[config.mk]
export PLATFORM = sky130hd
export DESIGN_NAME = cml_exec
export DESIGN_NICKNAME = d
export VERILOG_FILES = /design/src/common/cml_pkg.sv /design/src/logic/cml_exec.sv
export SDC_FILE = /design/constraint.sdc
export NUM_CORES = 1
export LEC_CHECK = 0
export BUFFER_PORTS_ARGS = -buffer_cell sky130_fd_sc_hd__buf_4
export CAP_MARGIN = 5
export CORE_AREA = 4 4 101 103
export CTS_BUF_LIST = sky130_fd_sc_hd__clkbuf_16
export DETAILED_ROUTE_END_ITERATION = 16
export DIE_AREA = 0 0 105 107
export GPL_ROUTABILITY_DRIVEN = 0
export PLACE_DENSITY = 0.72
export SLEW_MARGIN = 0
export SYNTH_ARGS = -nofsm -noshare
export SYNTH_HDL_FRONTEND = slang
export SYNTH_SLANG_ARGS = --single-unit
export TNS_END_PERCENT = 5
[constraint.sdc]
create_clock -name core_clk -period 2.95 [get_ports core_clk]
set_input_delay 0.1475 -clock core_clk [delete_from_list [all_inputs] [get_ports core_clk]]
set_output_delay 0.1475 -clock core_clk [all_outputs]
set_load 0.05 [all_outputs]
[src/common/cml_pkg.sv]
// Purpose: constants and types for the move, logic, rotate, return unit
// Assumes: one core clock, synchronous active-high reset
// Notes: opcode codes are this unit's own select encoding
package cml_pkg;

	// data memory address, program counter and data widths
	localparam int CML_ADDR_W = 10;
	localparam int CML_PC_W = 14;
	localparam int CML_DATA_W = 8;

	// bit positions used by rotates and the nibble carry
	localparam int CML_MSB = 7;
	localparam int CML_NIB_MSB = 3;

	// reset values and the interrupt enable set value
	localparam logic [7:0] CML_ACC_RST = 8'h00;
	localparam logic CML_FLAG_RST = 1'b0;
	localparam logic CML_IRQ_EN_RST = 1'b0;
	localparam logic CML_IRQ_EN_SET = 1'b1;

	// program counter steps
	localparam int CML_PC_STEP = 1;
	localparam int CML_PC_SKIP_STEP = 2;

	// operation select codes
	typedef enum logic [4:0] {
		CML_COPY_OP_MEM_TO_W = 5'h00,
		CML_COPY_OP_IMM_TO_W = 5'h01,
		CML_COPY_OP_W_TO_MEM = 5'h02,
		CML_IDLE_OP = 5'h03,
		CML_INCLUSIVE_MEM_OP = 5'h04,
		CML_INCLUSIVE_IMM_OP = 5'h05,
		CML_INCLUSIVE_TO_RAM_OP = 5'h06,
		CML_SUBROUTINE_EXIT_OP = 5'h07,
		CML_EXIT_WITH_CONST_OP = 5'h08,
		CML_INTERRUPT_EXIT_OP = 5'h09,
		CML_ROTATE_LEFT_OP = 5'h0A,
		CML_ROTATE_LEFT_TO_WORKING = 5'h0B,
		CML_ROTATE_LEFT_THRU_CY = 5'h0C,
		CML_ROTATE_LEFT_THRU_CY_TO_WORKING = 5'h0D,
		CML_ROTATE_RIGHT_OP = 5'h0E,
		CML_ROTATE_RIGHT_TO_WORKING = 5'h0F,
		CML_ROTATE_RIGHT_THRU_CY = 5'h10,
		CML_ROTATE_RIGHT_THRU_CY_TO_WORKING = 5'h11,
		CML_SUBTRACT_WITH_BORROW_OP = 5'h12,
		CML_SUBTRACT_WITH_BORROW_TO_RAM = 5'h13,
		CML_DECREMENT_SKIP_IF_ZERO = 5'h14,
		CML_DECREMENT_SKIP_IF_ZERO_TO_WORKING = 5'h15
	} cml_op_e;

	// sequencer states
	typedef enum logic [1:0] {
		CML_ST_READY = 2'b01,
		CML_ST_DUMMY = 2'b10
	} cml_state_e;

endpackage

[src/logic/cml_exec.sv]
// Purpose: execution of moves, OR, returns, rotates, borrow subtract, skips
// Assumes: mem_rdata is the byte at op_addr in the same cycle
// Notes: outputs update one edge after an operation is taken
// Operation
// - memory to accumulator copy, flags untouched
// - immediate 8-bit constant loads accumulator, flags untouched
// - accumulator written to addressed memory byte, flags untouched
// - idle op only steps program counter by one
// - OR of accumulator with memory or immediate into accumulator, zero only
// - OR result written back to memory byte, zero flag only
// - subroutine exit pops program counter, two cycles, no flags
// - exit with constant pops counter and loads immediate into accumulator
// - interrupt exit pops counter and sets global interrupt enable
// - rotate memory byte left in place, bit 7 into bit 0
// - left rotated memory byte to accumulator, memory and flags kept
// - rotate memory left through carry in place, only carry changes
// - nine-bit left rotation into accumulator and carry, memory kept
// - rotate memory byte right in place, bit 0 into bit 7
// - right rotated memory byte to accumulator, memory and flags kept
// - rotate memory right through carry in place, only carry changes
// - nine-bit right rotation into accumulator and carry, memory kept
// - accumulator plus inverted byte plus carry into accumulator, four flags
// - same borrow subtract written to memory, four flags updated
// - decrement memory in place, skip next op if zero, two cycles on skip
// - decrement into accumulator, memory kept, skip if zero, no flags
module cml_exec
	import cml_pkg::*;
#(
	parameter int ADDR_W = CML_ADDR_W,
	parameter int PC_W = CML_PC_W
) (
	input wire logic core_clk,
	input wire logic reset,
	input wire logic op_valid,
	input wire logic [4:0] op_code,
	input wire logic [7:0] op_imm,
	input wire logic [ADDR_W-1:0] op_addr,
	input wire logic [7:0] mem_rdata,
	input wire logic [PC_W-1:0] stack_pc,
	output logic op_ready,
	output logic op_done,
	output logic [7:0] acc_value,
	output logic flag_zero,
	output logic flag_carry,
	output logic nibble_carry_flag,
	output logic arith_sign_error_flag,
	output logic mem_wr_en,
	output logic [7:0] mem_wr_data,
	output logic [ADDR_W-1:0] mem_wr_addr,
	output logic [PC_W-1:0] prog_counter,
	output logic stack_pop,
	output logic global_irq_enable,
	output logic skip_pulse
);

	// rotate by one; returns {carry out, byte}
	function automatic logic [8:0] cml_rotate(input logic [7:0] v,
		input logic cy, input logic left, input logic thru);
		logic fill;
		fill = 1'b0;
		if (left) begin
			fill = thru ? cy : v[CML_MSB];
			cml_rotate = {v[CML_MSB], v[CML_MSB-1:0], fill};
		end else begin
			fill = thru ? cy : v[0];
			cml_rotate = {v[0], fill, v[CML_MSB:1]};
		end
	endfunction

	cml_state_e state_reg, state_next;
	logic ready_reg, ready_next;
	logic done_reg, done_next;
	logic [7:0] acc_reg, acc_next;
	logic zero_reg, zero_next;
	logic carry_reg, carry_next;
	logic nib_reg, nib_next;
	logic sign_err_reg, sign_err_next;
	logic we_reg, we_next;
	logic [7:0] wdata_reg, wdata_next;
	logic [ADDR_W-1:0] waddr_reg, waddr_next;
	logic [PC_W-1:0] pc_reg, pc_next;
	logic pop_reg, pop_next;
	logic irq_en_reg, irq_en_next;
	logic skip_reg, skip_next;

	logic [8:0] rot_l, rot_lc, rot_r, rot_rc;
	logic [8:0] borrow_sum;
	logic [4:0] borrow_nib;
	logic borrow_ovf;
	logic [7:0] or_mem, or_imm, dec_val;
	logic [PC_W-1:0] pc_inc, pc_skip;

	// operand datapaths
	assign rot_l = cml_rotate(mem_rdata, carry_reg, 1'b1, 1'b0);
	assign rot_lc = cml_rotate(mem_rdata, carry_reg, 1'b1, 1'b1);
	assign rot_r = cml_rotate(mem_rdata, carry_reg, 1'b0, 1'b0);
	assign rot_rc = cml_rotate(mem_rdata, carry_reg, 1'b0, 1'b1);
	assign borrow_sum = {1'b0, acc_reg} + {1'b0, ~mem_rdata}
		+ {8'h00, carry_reg};
	assign borrow_nib = {1'b0, acc_reg[CML_NIB_MSB:0]}
		+ {1'b0, ~mem_rdata[CML_NIB_MSB:0]} + {4'h0, carry_reg};
	assign borrow_ovf = (acc_reg[CML_MSB] == ~mem_rdata[CML_MSB])
		&& (borrow_sum[CML_MSB] != acc_reg[CML_MSB]);
	assign or_mem = acc_reg | mem_rdata;
	assign or_imm = acc_reg | op_imm;
	assign dec_val = mem_rdata - 8'h01;
	assign pc_inc = pc_reg + PC_W'(CML_PC_STEP);
	assign pc_skip = pc_reg + PC_W'(CML_PC_SKIP_STEP);

	// next-state and datapath decode
	always_comb begin
		state_next = state_reg;
		done_next = 1'b0;
		acc_next = acc_reg;
		zero_next = zero_reg;
		carry_next = carry_reg;
		nib_next = nib_reg;
		sign_err_next = sign_err_reg;
		we_next = 1'b0;
		wdata_next = wdata_reg;
		waddr_next = waddr_reg;
		pc_next = pc_reg;
		pop_next = 1'b0;
		irq_en_next = irq_en_reg;
		skip_next = 1'b0;
		case (state_reg)
			CML_ST_READY: begin
				if (op_valid) begin
					done_next = 1'b1;
					pc_next = pc_inc;
					waddr_next = op_addr;
					case (op_code)
						CML_COPY_OP_MEM_TO_W: begin
							acc_next = mem_rdata;
						end
						CML_COPY_OP_IMM_TO_W: begin
							acc_next = op_imm;
						end
						CML_COPY_OP_W_TO_MEM: begin
							we_next = 1'b1;
							wdata_next = acc_reg;
						end
						CML_INCLUSIVE_MEM_OP: begin
							acc_next = or_mem;
							zero_next = (or_mem == 8'h00);
						end
						CML_INCLUSIVE_IMM_OP: begin
							acc_next = or_imm;
							zero_next = (or_imm == 8'h00);
						end
						CML_INCLUSIVE_TO_RAM_OP: begin
							we_next = 1'b1;
							wdata_next = or_mem;
							zero_next = (or_mem == 8'h00);
						end
						CML_SUBROUTINE_EXIT_OP: begin
							pc_next = stack_pc;
							pop_next = 1'b1;
							state_next = CML_ST_DUMMY;
						end
						CML_EXIT_WITH_CONST_OP: begin
							pc_next = stack_pc;
							pop_next = 1'b1;
							acc_next = op_imm;
							state_next = CML_ST_DUMMY;
						end
						CML_INTERRUPT_EXIT_OP: begin
							pc_next = stack_pc;
							pop_next = 1'b1;
							irq_en_next = CML_IRQ_EN_SET;
							state_next = CML_ST_DUMMY;
						end
						CML_ROTATE_LEFT_OP: begin
							we_next = 1'b1;
							wdata_next = rot_l[7:0];
						end
						CML_ROTATE_LEFT_TO_WORKING: begin
							acc_next = rot_l[7:0];
						end
						CML_ROTATE_LEFT_THRU_CY: begin
							we_next = 1'b1;
							wdata_next = rot_lc[7:0];
							carry_next = rot_lc[8];
						end
						CML_ROTATE_LEFT_THRU_CY_TO_WORKING: begin
							acc_next = rot_lc[7:0];
							carry_next = rot_lc[8];
						end
						CML_ROTATE_RIGHT_OP: begin
							we_next = 1'b1;
							wdata_next = rot_r[7:0];
						end
						CML_ROTATE_RIGHT_TO_WORKING: begin
							acc_next = rot_r[7:0];
						end
						CML_ROTATE_RIGHT_THRU_CY: begin
							we_next = 1'b1;
							wdata_next = rot_rc[7:0];
							carry_next = rot_rc[8];
						end
						CML_ROTATE_RIGHT_THRU_CY_TO_WORKING: begin
							acc_next = rot_rc[7:0];
							carry_next = rot_rc[8];
						end
						CML_SUBTRACT_WITH_BORROW_OP,
						CML_SUBTRACT_WITH_BORROW_TO_RAM: begin
							if (op_code == CML_SUBTRACT_WITH_BORROW_OP) begin
								acc_next = borrow_sum[7:0];
							end else begin
								we_next = 1'b1;
								wdata_next = borrow_sum[7:0];
							end
							zero_next = (borrow_sum[7:0] == 8'h00);
							carry_next = borrow_sum[8];
							nib_next = borrow_nib[4];
							sign_err_next = borrow_ovf;
						end
						CML_DECREMENT_SKIP_IF_ZERO,
						CML_DECREMENT_SKIP_IF_ZERO_TO_WORKING: begin
							if (op_code == CML_DECREMENT_SKIP_IF_ZERO) begin
								we_next = 1'b1;
								wdata_next = dec_val;
							end else begin
								acc_next = dec_val;
							end
							if (dec_val == 8'h00) begin
								pc_next = pc_skip;
								skip_next = 1'b1;
								state_next = CML_ST_DUMMY;
							end
						end
						default: begin
							// idle op and unused codes only step the counter
							acc_next = acc_reg;
						end
					endcase
				end
			end
			CML_ST_DUMMY: begin
				state_next = CML_ST_READY;
			end
			default: begin
				state_next = CML_ST_READY;
			end
		endcase
		ready_next = (state_next == CML_ST_READY);
	end

	// register all state
	always_ff @(posedge core_clk) begin
		if (reset) begin
			state_reg <= CML_ST_READY;
			ready_reg <= 1'b1;
			done_reg <= 1'b0;
			acc_reg <= CML_ACC_RST;
			zero_reg <= CML_FLAG_RST;
			carry_reg <= CML_FLAG_RST;
			nib_reg <= CML_FLAG_RST;
			sign_err_reg <= CML_FLAG_RST;
			we_reg <= 1'b0;
			wdata_reg <= 8'h00;
			waddr_reg <= '0;
			pc_reg <= '0;
			pop_reg <= 1'b0;
			irq_en_reg <= CML_IRQ_EN_RST;
			skip_reg <= 1'b0;
		end else begin
			state_reg <= state_next;
			ready_reg <= ready_next;
			done_reg <= done_next;
			acc_reg <= acc_next;
			zero_reg <= zero_next;
			carry_reg <= carry_next;
			nib_reg <= nib_next;
			sign_err_reg <= sign_err_next;
			we_reg <= we_next;
			wdata_reg <= wdata_next;
			waddr_reg <= waddr_next;
			pc_reg <= pc_next;
			pop_reg <= pop_next;
			irq_en_reg <= irq_en_next;
			skip_reg <= skip_next;
		end
	end

	// outputs straight from flops
	assign op_ready = ready_reg;
	assign op_done = done_reg;
	assign acc_value = acc_reg;
	assign flag_zero = zero_reg;
	assign flag_carry = carry_reg;
	assign nibble_carry_flag = nib_reg;
	assign arith_sign_error_flag = sign_err_reg;
	assign mem_wr_en = we_reg;
	assign mem_wr_data = wdata_reg;
	assign mem_wr_addr = waddr_reg;
	assign prog_counter = pc_reg;
	assign stack_pop = pop_reg;
	assign global_irq_enable = irq_en_reg;
	assign skip_pulse = skip_reg;
endmodule
==> results.toml <==
[grt]
grt-ovfl-total = 0
grt_antenna_before_repair = 0
grt_usage = 0.249
grt_pass1_wl_mm = 23.0
grt_max_degree = 50
grt_pass1_vias = 4605

[clocking]
clk_latency_ns = 0.30
htree_levels = 2
clk_pin_slew_ns = 0.08
cts_tree = "done"
root_buffer = "clkbuf_16"
cts_buffer_depth = 2
hold_buffers = 0
cts_resized = 0
cts_made_buffers = 5
numClockSinks = 52
post-cts-setup-buffers = 0

[run_status]
outcome = "finished, final reports clean"

[logic_synthesis]
synth_edf_count = 0
syn_area_mm2 = 0.00412
ys.flop_type = "dfxtp_1"
synth_xor_area_frac = 0.0467
muxShareOfSynthArea = 0.0100
yosys.area_share.simple = 0.253
synth_nets = 632
synth_top_area_share = 0.253
ys_async_sr_fraction = 0
ys_seq_elements = 52
synth_fa_ha_area_frac = 0.0674
ys_types = 68
postSynthAreaPerCell_um2 = 7.32
synth_compound_area_frac = 0.299
synth-seq-area-share = 0.253
synth_area_leaders = "dfxtp_1 (25%), a21oi_1 (6.8%), ha_1 (5.8%), nor2_1 (5.3%), nand2_1 (4.8%)"
netlist_instances = 563
synth_top_family_by_area = "compound AO/OA/AOI/OAI gates"
synth_area_leader_cell = "dfxtp_1"
yosys_warnings = 0

[detailed_routing]
routed_via_density = 6.35
drtIter0Drc = 410
drc = 0
wl_per_cell_um = 19.1
dr.pass1.iters = 5
wl_mm = 14.4
dr_total_vias = 4783
drtAntennaViolNets = 0

[critical_path]
end_kind = "register"
cp-endpoint = "acc_value[1]"
r2r_slack_ns = 0.23
crit_fanout = 6
ff2ff_path_depth = 9
crit_start = "acc_value[0]"
crit_path_max_incr_delay_ns = 0.45
cp_slowest_cell = "dfxtp_1"
critical_path_arrival_ns = 2.89
crit_type = "reg2reg"
path_cells = "inv_1, fa_1, inv_1, fa_1, a22o_1, a221oi_1, o21ai_0, a221oi_1, a211oi_1"
cp-start-kind = "register"
r2r_end = "acc_value[1]"
worst_ep_required_time_ns = 3.12
r2r_start = "acc_value[0]"

[final_layout]
fin_util = 0.551
stdcell_area_mm2 = 0.00506
largest_reg_flops = 14
nets = 710
final_common_cell = "buf_4"
antenna_cells = 0
mostFrequentLayoutCells = "buf_4 (109), nor2_1 (58), a21oi_1 (56)"
fill_cells = 871
drive_gt1_frac = 0.202
syn_to_final_growth_pct = 22.8

[flow_run]
drv_cap = 0

[sta]
tns_ns = 0
rsz0062_at_grt = "no"
min_period_ns = 2.72
setup_viol = 0
relSlewSlack = 0.333
fin_skew_ns = 0.00870
timing.final.crit_share = 0.921
worst_slack_ns = 0.234
final-hold-violation-count = 0
drv_slew = 0
tightest_slew_ns = 1.00
fmax_mhz = 368

[die]
core_area_mm2 = 0.00920
rows = 35
dieHeight_um = 107
fp.dieArea_mm2 = 0.0112
start_util = 0.448
die_w_um = 105
pin_count = 98

[place]
port_buffers = 97
dpl_cell_area_mm2 = 0.00491
post-place-ws_ns = 0.237
dp_hpwl_mm = 10.5

[pwr]
p_int_mw = 1.29
power_frac_clock = 0.306
peakVddDrop_mv = 0.249
p_per_area_mw_per_mm2 = 403
seqPwrFrac = 0.382
swShare = 0.369
p_sw_mw = 0.753
combPwrFrac = 0.312
p_leak_nw = 2.06
fin_total_pwr_mw = 2.04

[min_path]
min_path_type = "in2reg"
==> power by group through the flow <==
stage,sequential (mW),clock (mW),combinational [mW]
after floorplan,0.899,0,0.308
after global placement,0.792,0,0.615
after detailed placement,0.794,0,0.625
after CTS,0.778,0.634,0.627
after global routing,0.784,0.662,0.683
final,0.778,0.624,0.637
==> cell families (layout without fill, tap and decap cells) <==
kind of cell,count (synthesis),after routing
xor+xnor,22,22
simple gates,207,207
mux,4,4
buf+inv,71,150
fa+ha+maj,21,21
flops,52,52
compound gates,186,186
==> how the worst min path moves through the flow <==
| stage | start | end | slack [ns] | cells past startpoint |
|---|---|---|---|---|
| CTS | op_addr[5] | mem_wr_addr[5] | 0.09 | 3 |
| global placement | op_addr[4] | mem_wr_addr[4] | 0.40 | 3 |
| floorplan | reset | mem_wr_en | 0.23 | 1 |
| global route | op_addr[4] | mem_wr_addr[4] | 0.10 | 3 |
| detailed placement | op_addr[5] | mem_wr_addr[5] | 0.41 | 3 |
| finish | op_addr[4] | mem_wr_addr[4] | 0.1 | 3 |
==> cell type report <==
type / count / area, um^2 / area share
flip-flops and latches: 52 / 1040 / 0.206
repair buffers: 109 / 818 / 0.162
clock inverters: 3 / 27.5 / 0.00544
well taps: 111 / 139 / 0.0274
multi-input cells: 440 / 2790 / 0.551
clock buffers: 5 / 125 / 0.0247
inverters: 33 / 124 / 0.0245
==> synthesized netlist by cell type (all sizes together) (9+ instances only) <==
cell type / number
a211oi: 18
a21oi: 56
a221oi: 10
buf: 12
clkbuf: 26
dfxtp: 52
ha: 19
inv: 33
nand2: 53
nand3: 13
nor2: 60
nor3: 19
nor4: 9
o21ai: 31
xnor2: 14
==> per-stage QoR <==
step	hold slack (ns)	instances
6_report	0.0986	753
2_1_floorplan	0.228	563
3_5_place_dp	0.409	745
5_1_grt	0.104	753
4_1_cts	0.0945	753
3_3_place_gp	0.398	745
==> metal layers <==
layer  GRT usage  up-vias  wire length [um]
met4       0.120        0               578
met5           0        -                 0
met1       0.305     2185              5690
met3      0.0530       67              1420
met2       0.416      310              6690
li1            -     2221                 -
==> worst max-delay path, delay by kind of cell, from the launching register on <==
family / cells / cell delay [ns]
adder cells (fa/ha/maj): 2 / 0.86
AO/OA/AOI/OAI: 5 / 1.07
buffers and inverters: 2 / 0.20
flip-flops: 1 / 0.45
Power figures use the tool's default switching activity.
